**src/core/lbp_pkg.sv**
```systemverilog
// Operation
// - Align bit holds all counters at start
// - Align clear: counters run per mode
// - Bit 2 picks main or slow clock in blink
// - Behaviour field: off, breathe, blink, on
// - Off behaviour clears counters and drives output low
// - Bounds writes commit at period end always
// - Each bound byte writable on its own
// - Reads return working bounds and wait values
// - Wait writes commit only when update requested
// - At upper bound hold, then decrement
// - At lower bound hold, then increment
// - Blink duty is the lower bound byte
// - Top wait holds value plus one periods
// - Bottom wait holds value plus one periods
// - Blink prescaler is bottom wait field
// - Update request: set by one, cleared by hardware
package lbp_pkg;
    localparam logic [7:0] CFG_OFFSET = 8'h00;
    localparam logic [7:0] BOUNDS_OFFSET = 8'h04;
    localparam logic [7:0] WAIT_OFFSET = 8'h08;
    localparam int ALIGN_BIT = 3;
    localparam int CLKSEL_BIT = 2;
    localparam int UPDATE_BIT = 6;
    localparam int BEH_LSB = 0;
    localparam logic [1:0] BEH_RESET = 2'h0;
    localparam logic [15:0] BOUNDS_RESET = 16'h0000;
    localparam logic [23:0] WAIT_RESET = 24'h000000;

    typedef enum logic [1:0] {
        LBP_OFF = 2'h0,
        LBP_BREATHE = 2'h1,
        LBP_BLINK = 2'h2,
        LBP_ON = 2'h3
    } lbp_beh_e;

    typedef enum logic [2:0] {
        LBP_UP = 3'h1,
        LBP_HOLD = 3'h2,
        LBP_DOWN = 3'h4
    } lbp_ramp_e;

    typedef struct packed {
        logic [7:0] upper;
        logic [7:0] lower;
    } lbp_bounds_s;

    typedef struct packed {
        logic [11:0] top_wait_periods;
        logic [11:0] bottom_wait_periods;
    } lbp_wait_s;
endpackage

```
**src/core/lbp_core.sv**
```systemverilog
module lbp_core (
    input wire logic clk,
    input wire logic rstn,
    input wire logic [7:0] addr,
    input wire logic [31:0] wdata,
    input wire logic [3:0] wbe,
    input wire logic wr,
    input wire logic rd,
    output logic [31:0] rdata,
    input wire logic slow_clk_pin,
    input wire logic wdt_timeout,
    output logic pwm_out
);
    // Register state
    logic [1:0] beh_reg, beh_next;
    logic clksel_reg, clksel_next;
    logic align_reg, align_next;
    logic upd_reg, upd_next;
    lbp_pkg::lbp_bounds_s bnd_reg, bnd_next, bndh_reg, bndh_next;
    lbp_pkg::lbp_wait_s wt_reg, wt_next, wth_reg, wth_next;
    logic [31:0] rdata_reg, rdata_next;
    // PWM state
    logic [7:0] cnt_reg, cnt_next;
    logic [7:0] duty_reg, duty_next;
    logic [11:0] pre_reg, pre_next;
    logic [11:0] hold_reg, hold_next;
    lbp_pkg::lbp_ramp_e ramp_reg, ramp_next;
    lbp_pkg::lbp_ramp_e dir_reg, dir_next;
    logic out_reg, out_next;
    // Slow clock synchroniser and edge detect
    logic s1_reg, s2_reg, s3_reg;
    logic tick, period_end, running;

    always_ff @(posedge clk or negedge rstn)
    begin
        if (!rstn)
        begin
            s1_reg <= 1'b0;
            s2_reg <= 1'b0;
            s3_reg <= 1'b0;
        end
        else
        begin
            s1_reg <= slow_clk_pin;
            s2_reg <= s1_reg;
            s3_reg <= s2_reg;
        end
    end

    // Base tick; clock choice only matters in blink
    always_comb
    begin
        running = (beh_reg != lbp_pkg::LBP_OFF) && !align_reg;
        if (beh_reg == lbp_pkg::LBP_BLINK && !clksel_reg)
            tick = s2_reg && !s3_reg;
        else
            tick = 1'b1;
    end

    // Prescaler and period counter
    always_comb
    begin
        pre_next = pre_reg;
        cnt_next = cnt_reg;
        period_end = 1'b0;
        if (!running)
        begin
            pre_next = 12'h000;
            cnt_next = 8'h00;
        end
        else if (tick)
        begin
            if (beh_reg == lbp_pkg::LBP_BLINK && pre_reg < wt_reg.bottom_wait_periods)
                pre_next = pre_reg + 12'h001;
            else
            begin
                pre_next = 12'h000;
                cnt_next = cnt_reg + 8'h01;
                period_end = (cnt_reg == 8'hFF);
            end
        end
    end

    // Breathing ramp: hold at bounds for wait plus one periods
    always_comb
    begin
        duty_next = duty_reg;
        hold_next = hold_reg;
        ramp_next = ramp_reg;
        dir_next = dir_reg;
        if (!running)
        begin
            duty_next = 8'h00;
            hold_next = 12'h000;
            ramp_next = lbp_pkg::LBP_UP;
            dir_next = lbp_pkg::LBP_UP;
        end
        else if (period_end && beh_reg == lbp_pkg::LBP_BREATHE)
        begin
            unique case (ramp_reg)
                lbp_pkg::LBP_UP:
                begin
                    if (duty_reg >= bnd_reg.upper)
                    begin
                        ramp_next = lbp_pkg::LBP_HOLD;
                        dir_next = lbp_pkg::LBP_DOWN;
                        hold_next = wt_reg.top_wait_periods;
                    end
                    else
                        duty_next = duty_reg + 8'h01;
                end
                lbp_pkg::LBP_DOWN:
                begin
                    if (duty_reg <= bnd_reg.lower)
                    begin
                        ramp_next = lbp_pkg::LBP_HOLD;
                        dir_next = lbp_pkg::LBP_UP;
                        hold_next = wt_reg.bottom_wait_periods;
                    end
                    else
                        duty_next = duty_reg - 8'h01;
                end
                lbp_pkg::LBP_HOLD:
                begin
                    // Zero count bypasses the wait: step on this period
                    if (hold_reg == 12'h000)
                    begin
                        ramp_next = dir_reg;
                        if (dir_reg == lbp_pkg::LBP_DOWN)
                            duty_next = duty_reg - 8'h01;
                        else
                            duty_next = duty_reg + 8'h01;
                    end
                    else
                        hold_next = hold_reg - 12'h001;
                end
                default:
                    ramp_next = lbp_pkg::LBP_UP;
            endcase
        end
    end

    // Output stage per behaviour
    always_comb
    begin
        unique case (beh_reg)
            lbp_pkg::LBP_ON: out_next = 1'b1;
            lbp_pkg::LBP_BLINK: out_next = running && (cnt_reg < bnd_reg.lower);
            lbp_pkg::LBP_BREATHE: out_next = running && (cnt_reg < duty_reg);
            default: out_next = 1'b0;
        endcase
    end

    // Register writes, holding copies and commits
    always_comb
    begin
        beh_next = beh_reg;
        clksel_next = clksel_reg;
        align_next = align_reg;
        upd_next = upd_reg;
        bndh_next = bndh_reg;
        wth_next = wth_reg;
        bnd_next = bnd_reg;
        wt_next = wt_reg;
        rdata_next = 32'h00000000;
        if (wr && addr == lbp_pkg::CFG_OFFSET && wbe[0])
        begin
            beh_next = wdata[lbp_pkg::BEH_LSB +: 2];
            clksel_next = wdata[lbp_pkg::CLKSEL_BIT];
            align_next = wdata[lbp_pkg::ALIGN_BIT];
        end
        if (wr && addr == lbp_pkg::BOUNDS_OFFSET)
        begin
            if (wbe[0])
                bndh_next.lower = wdata[7:0];
            if (wbe[1])
                bndh_next.upper = wdata[15:8];
        end
        if (wr && addr == lbp_pkg::WAIT_OFFSET)
        begin
            if (wbe[0])
                wth_next[7:0] = wdata[7:0];
            if (wbe[1])
                wth_next[15:8] = wdata[15:8];
            if (wbe[2])
                wth_next[23:16] = wdata[23:16];
        end
        if (period_end)
        begin
            bnd_next = bndh_reg;
            if (upd_reg)
            begin
                wt_next = wth_reg;
                upd_next = 1'b0;
            end
        end
        // A set arriving with the commit wins over the clear
        if (wr && addr == lbp_pkg::CFG_OFFSET && wbe[0] && wdata[lbp_pkg::UPDATE_BIT])
            upd_next = 1'b1;
        if (wdt_timeout)
            beh_next = lbp_pkg::LBP_ON;
        if (rd)
        begin
            unique case (addr)
                lbp_pkg::CFG_OFFSET:
                    rdata_next = {25'h0, upd_reg, 2'h0, align_reg, clksel_reg, beh_reg};
                lbp_pkg::BOUNDS_OFFSET: rdata_next = {16'h0000, bnd_reg};
                lbp_pkg::WAIT_OFFSET: rdata_next = {8'h00, wt_reg};
                default: rdata_next = 32'h00000000;
            endcase
        end
    end

    always_ff @(posedge clk or negedge rstn)
    begin
        if (!rstn)
        begin
            beh_reg <= lbp_pkg::BEH_RESET;
            clksel_reg <= 1'b0;
            align_reg <= 1'b0;
            upd_reg <= 1'b0;
            bnd_reg <= lbp_pkg::BOUNDS_RESET;
            bndh_reg <= lbp_pkg::BOUNDS_RESET;
            wt_reg <= lbp_pkg::WAIT_RESET;
            wth_reg <= lbp_pkg::WAIT_RESET;
            rdata_reg <= 32'h00000000;
            cnt_reg <= 8'h00;
            duty_reg <= 8'h00;
            pre_reg <= 12'h000;
            hold_reg <= 12'h000;
            ramp_reg <= lbp_pkg::LBP_UP;
            dir_reg <= lbp_pkg::LBP_UP;
            out_reg <= 1'b0;
        end
        else
        begin
            beh_reg <= beh_next;
            clksel_reg <= clksel_next;
            align_reg <= align_next;
            upd_reg <= upd_next;
            bnd_reg <= bnd_next;
            bndh_reg <= bndh_next;
            wt_reg <= wt_next;
            wth_reg <= wth_next;
            rdata_reg <= rdata_next;
            cnt_reg <= cnt_next;
            duty_reg <= duty_next;
            pre_reg <= pre_next;
            hold_reg <= hold_next;
            ramp_reg <= ramp_next;
            dir_reg <= dir_next;
            out_reg <= out_next;
        end
    end

    assign rdata = rdata_reg;
    assign pwm_out = out_reg;

    // Checks
    a_align_holds: assert property (@(posedge clk) disable iff (!rstn)
        align_reg |=> (cnt_reg == 8'h00 && duty_reg == 8'h00))
        else $error("counters moved while aligned");
    a_off_clears: assert property (@(posedge clk) disable iff (!rstn)
        beh_reg == lbp_pkg::LBP_OFF |=> (cnt_reg == 8'h00 && !pwm_out))
        else $error("off behaviour did not clear");
    a_wdt_forces: assert property (@(posedge clk) disable iff (!rstn)
        wdt_timeout |=> beh_reg == lbp_pkg::LBP_ON ##1 pwm_out)
        else $error("timeout did not force on");
    a_bounds_commit: assert property (@(posedge clk) disable iff (!rstn)
        period_end && !(wr && addr == lbp_pkg::BOUNDS_OFFSET) |=> bnd_reg == bndh_reg)
        else $error("bounds not committed");
    a_wait_gated: assert property (@(posedge clk) disable iff (!rstn)
        !(period_end && upd_reg) |=> $stable(wt_reg))
        else $error("wait changed without request");
    a_upd_clear: assert property (@(posedge clk) disable iff (!rstn)
        period_end && upd_reg && !wr |=> !upd_reg)
        else $error("update request not cleared");
    a_bounds_read: assert property (@(posedge clk) disable iff (!rstn)
        rd && addr == lbp_pkg::BOUNDS_OFFSET |=> rdata[15:0] == $past(bnd_reg))
        else $error("bounds read wrong");
    a_running_counts: assert property (@(posedge clk) disable iff (!rstn)
        running && tick && beh_reg == lbp_pkg::LBP_BREATHE |=> cnt_reg == $past(cnt_reg) + 8'h01)
        else $error("counter did not advance");
    a_on_output: assert property (@(posedge clk) disable iff (!rstn)
        beh_reg == lbp_pkg::LBP_ON && !wr |=> pwm_out)
        else $error("on behaviour not driving");
    // Ramp turning points, waits and blink gating
    a_peak_turn: assert property (@(posedge clk) disable iff (!rstn)
        period_end && beh_reg == lbp_pkg::LBP_BREATHE && ramp_reg == lbp_pkg::LBP_UP
        && duty_reg >= bnd_reg.upper |=> ramp_reg == lbp_pkg::LBP_HOLD
        && dir_reg == lbp_pkg::LBP_DOWN && hold_reg == $past(wt_reg.top_wait_periods))
        else $error("peak did not start hold");
    a_trough_turn: assert property (@(posedge clk) disable iff (!rstn)
        period_end && beh_reg == lbp_pkg::LBP_BREATHE && ramp_reg == lbp_pkg::LBP_DOWN
        && duty_reg <= bnd_reg.lower |=> ramp_reg == lbp_pkg::LBP_HOLD
        && dir_reg == lbp_pkg::LBP_UP && hold_reg == $past(wt_reg.bottom_wait_periods))
        else $error("trough did not start hold");
    a_hold_count: assert property (@(posedge clk) disable iff (!rstn)
        period_end && beh_reg == lbp_pkg::LBP_BREATHE && ramp_reg == lbp_pkg::LBP_HOLD
        && hold_reg != 12'h000 |=> ramp_reg == lbp_pkg::LBP_HOLD
        && hold_reg == $past(hold_reg) - 12'h001)
        else $error("hold count did not step");
    a_hold_down: assert property (@(posedge clk) disable iff (!rstn)
        period_end && beh_reg == lbp_pkg::LBP_BREATHE && ramp_reg == lbp_pkg::LBP_HOLD
        && hold_reg == 12'h000 && dir_reg == lbp_pkg::LBP_DOWN
        |=> duty_reg == $past(duty_reg) - 8'h01)
        else $error("duty did not fall after hold");
    a_hold_up: assert property (@(posedge clk) disable iff (!rstn)
        period_end && beh_reg == lbp_pkg::LBP_BREATHE && ramp_reg == lbp_pkg::LBP_HOLD
        && hold_reg == 12'h000 && dir_reg == lbp_pkg::LBP_UP
        |=> duty_reg == $past(duty_reg) + 8'h01)
        else $error("duty did not rise after hold");
    a_slow_tick: assert property (@(posedge clk) disable iff (!rstn)
        beh_reg == lbp_pkg::LBP_BLINK && !clksel_reg && running && !(s2_reg && !s3_reg)
        |=> cnt_reg == $past(cnt_reg) && pre_reg == $past(pre_reg))
        else $error("counter moved without slow tick");
    a_blink_duty: assert property (@(posedge clk) disable iff (!rstn)
        beh_reg == lbp_pkg::LBP_BLINK && running
        |=> pwm_out == ($past(cnt_reg) < $past(bnd_reg.lower)))
        else $error("blink duty not lower bound");
endmodule

```
**config.mk**
```make
export PLATFORM = sky130hd
export DESIGN_NAME = lbp_core
export DESIGN_NICKNAME = d
export VERILOG_FILES = /design/src/core/lbp_pkg.sv /design/src/core/lbp_core.sv
export SDC_FILE = /design/constraint.sdc
export NUM_CORES = 1
export LEC_CHECK = 0
export BUFFER_PORTS_ARGS = -buffer_cell sky130_fd_sc_hd__buf_2
export CAP_MARGIN = 20
export CORE_ASPECT_RATIO = 0.7
export CORE_MARGIN = 5
export CORE_UTILIZATION = 49
export CTS_BUF_LIST = sky130_fd_sc_hd__clkbuf_8
export DETAILED_ROUTE_END_ITERATION = 7
export PLACE_DENSITY = 0.74
export SLEW_MARGIN = 20
export SYNTH_ARGS = -nofsm -noshare
export SYNTH_HDL_FRONTEND = slang
export SYNTH_SLANG_ARGS = --single-unit
```
**constraint.sdc**
```tcl
create_clock -name clk -period 3.61 [get_ports clk]
set_input_delay 0.5415 -clock clk [delete_from_list [all_inputs] [get_ports clk]]
set_output_delay 0.5415 -clock clk [all_outputs]
set_load 0.01 [all_outputs]
```
==> summary.json <==
{
  "drt": {
    "dr.pass1.iters": 5,
    "num_vias": 6053,
    "drt_iter0_markers": 407,
    "drtAntennaViolNets": 0,
    "wirelength_um": 19500,
    "post_detailed_route_wirelength_per_cell_um": 18.2,
    "via_per_instance_ratio": 5.67,
    "drcViolationCount": 0
  },
  "hold_path": {
    "holdCritPathClass": "primary input to asynchronous set/reset pin"
  },
  "synthesis": {
    "synth_cells": 761,
    "netlist_top_cells_count": "156 x sky130_fd_sc_hd__dfrtp_1, 75 x sky130_fd_sc_hd__nor2_1, 50 x sky130_fd_sc_hd__ha_1, 49 x sky130_fd_sc_hd__nand2_1, 48 x sky130_fd_sc_hd__mux2_2",
    "top_area_cells_in_the_synthesized_netlist": "sky130_fd_sc_hd__dfrtp_1 48%, sky130_fd_sc_hd__ha_1 7.6%, sky130_fd_sc_hd__mux2_2 6.6%",
    "synth.lib_cells_used.distinct": 64,
    "seq_area_frac_synth": 0.483,
    "number_of_flops_mapped_to_enable_cells_by_yosys": 0,
    "synthArstFlopShare": 1.00,
    "postSynthAreaPerCell_sq_um": 10.8,
    "synth_seq_cells": 158,
    "post_synth_instance_area_sq_um": 8200,
    "synthFlopType": "sky130_fd_sc_hd__dfrtp_1",
    "synth_top_area_cell": "sky130_fd_sc_hd__dfrtp_1",
    "post-synth-top-count-cell": "sky130_fd_sc_hd__dfrtp_1",
    "yosys_warnings": 0,
    "synth.top_cell.area_share": 0.476
  },
  "sta": {
    "fin_crit_ns": 2.88,
    "hold_viol": 0,
    "final_max_slew_violation_count": 0,
    "max_freq_ghz": 0.347,
    "worst_slew_pin_slew_ns": 0.823,
    "period_share": 0.798,
    "fin_tns_setup_ns": 0,
    "slew_headroom": 0.449,
    "grt_setup_unrepaired": "false",
    "worst_clock_skew_ns": 0.0136,
    "finalSetupViolations": 0
  },
  "critical_path": {
    "timing.critical_path.to_type": "register",
    "ff2ff_setup_slack_ns": 0.73,
    "critPathRequiredTime_ns": 3.96,
    "worst-path-max-fanout": 24,
    "reg2reg_from": "wt_reg[11]",
    "rr_worst_depth": 8,
    "critical_path_type": "register to register",
    "crit_arrival_ns": 3.23,
    "setup.worst_path.start_class": "register",
    "rr_endpoint": "bnd_reg[0]"
  },
  "cells_and_area": {
    "final_layout_size_suffix_gt1_frac": 0.233,
    "finalNetCount": 933,
    "antenna_cells_inserted": 0,
    "area_growth_from_synthesis_to_layout_pct": 11.9,
    "postLayoutCoreUtil": 0.561
  },
  "cts": {
    "cts.sink_count": 158,
    "tritoncts": "built",
    "postCtsResizedCells": 0,
    "clkSlewWorstSetupHoldPaths_ns": 0.08,
    "clock_latency_ns": 0.46,
    "number_of_buffers_on_the_longest_clock_path": 2,
    "post-cts-setup-buffers": 0,
    "clock_tree.htree_level_count": 4,
    "clock_tree.root_cell": "sky130_fd_sc_hd__clkbuf_8",
    "postCtsHoldBufs": 0,
    "cts-buffers-inserted": 17
  },
  "global_routing": {
    "grt_start_max_net_pins": 79,
    "grt.overflow.total": 0,
    "grt.met2_usage": 0.283,
    "busiest_layer": "met1",
    "grtUsageTotal": 0.208,
    "first_global_vias": 5971,
    "antenna_found_initial": 0,
    "grt_util_met1": 0.326,
    "grt_pass1_wl_um": 31800,
    "grt_use_met3": 0.0630
  },
  "pwr": {
    "leakagePower_uw": 0.00448,
    "powerDensity_nw_per_um2": 403,
    "netSwitchingPower_uw": 1020,
    "p_sw_frac": 0.276,
    "vdd.ir_drop.worst_uv": 236,
    "pwr-share-comb": 0.123,
    "clock_share_of_power": 0.357,
    "intPower_uw": 2670,
    "power.share.sequential": 0.520
  },
  "placed_design": {
    "place_congestion": 0.880,
    "post-dp-hpwl_um": 14300,
    "port_buffers": 65
  },
  "flow_run": {
    "max_cap_violations": 0
  },
  "floorplanning": {
    "rows": 39,
    "placeable_core_region_sq_um": 16300,
    "die_height_um": 118,
    "die_area_sq_um": 19500,
    "starting_utilization_of_the_core_area": 0.501,
    "boundaryPins": 83,
    "chipWidth_um": 165
  },
  "status": {
    "status": "finished, final reports clean"
  }
}
[power by group through the flow]
stage / logic, uW / registers (uW) / clock network [uW]
after floorplan: 326 / 1930 / 0
after global placement: 436 / 1950 / 0
after global routing: 521 / 1930 / 1430
after CTS: 456 / 1920 / 1330
after detailed placement: 451 / 1960 / 0
final: 453 / 1920 / 1320
[worst max path at each step]
stage,start,endpoint,slack (ns),cells after the start
after floorplan,pre_reg[2],bnd_reg[8],1.06,9
after global placement,wt_reg[11],bnd_reg[0],0.77,8
after detailed placement,wt_reg[11],bnd_reg[0],0.77,8
after CTS,wt_reg[11],bnd_reg[0],0.75,8
after global routing,wt_reg[11],bnd_reg[8],0.61,8
final,wt_reg[11],bnd_reg[0],0.73,8
[stage by stage]
step	area, sq um	setup slack (ns)	std cells	total power (uW)	hold WS [ns]
after floorplan	8220	1.06	768	2250	0.246
after global placement	8790	0.775	1039	2390	0.337
after detailed placement	8790	0.769	1039	2410	0.340
after CTS	9170	0.746	1068	3710	0.123
after global routing	9170	0.615	1068	3880	0.126
final	9170	0.728	1068	3690	0.102
[layout make-up]
| class | count | area, sq um |
|---|---|---|
| fill | 1429 | 7170 |
| sequential | 158 | 3960 |
| multi-input combinational | 525 | 3890 |
| timing repair buffer | 84 | 487 |
| tap | 225 | 282 |
| clock buffer | 18 | 248 |
| inverter | 47 | 176 |
| clock inverter | 11 | 135 |
[critical path, cell delays in order (launching register included)]
cell and delay [ns]:
sky130_fd_sc_hd__dfrtp_1 0.45, sky130_fd_sc_hd__inv_1 0.09, sky130_fd_sc_hd__ha_1 0.32, sky130_fd_sc_hd__nand4_1 0.13, sky130_fd_sc_hd__or4_4 0.60, sky130_fd_sc_hd__a21oi_4 0.33, sky130_fd_sc_hd__and3_1 0.21, sky130_fd_sc_hd__buf_4 0.27
sky130_fd_sc_hd__mux2_2 0.37
[placed cells by master (no fill, tap or decap), drive strengths merged, types with 4 or more instances in the layout]
master / n
a22oi: 12
nand2b: 8
o21ai: 34
ha: 50
xor2: 14
mux2: 69
nor2b: 5
mux2i: 7
nor4: 11
a21o: 11
o211ai: 6
nor2: 75
nand4: 11
a31oi: 7
a21oi: 36
xnor2: 12
nand2: 49
inv: 51
o2bb2ai: 10
clkbuf: 18
and3: 17
dfrtp: 156
conb: 8
a221oi: 10
buf: 84
nor3b: 4
nor3: 8
nand3: 17
[layer usage]
| layer | part of all wire | vias to the layer above |
|---|---|---|
| met5 | 0 | - |
| met4 | 0.0090 | 0 |
| met3 | 0.077 | 17 |
| met2 | 0.41 | 201 |
| met1 | 0.50 | 3001 |
| li1 | - | 2834 |
[cells by family after synthesis]
logic type      Yosys count  synth area share
xor+xnor                 26            0.0278
buf+inv                  85            0.0460
simple gates            217             0.133
other cells               1          0.000458
compound gates          148             0.122
fa+ha+maj                50            0.0763
mux                      76             0.113
flops                   158             0.483
Note: power is estimated with default switching activity, not from simulation.
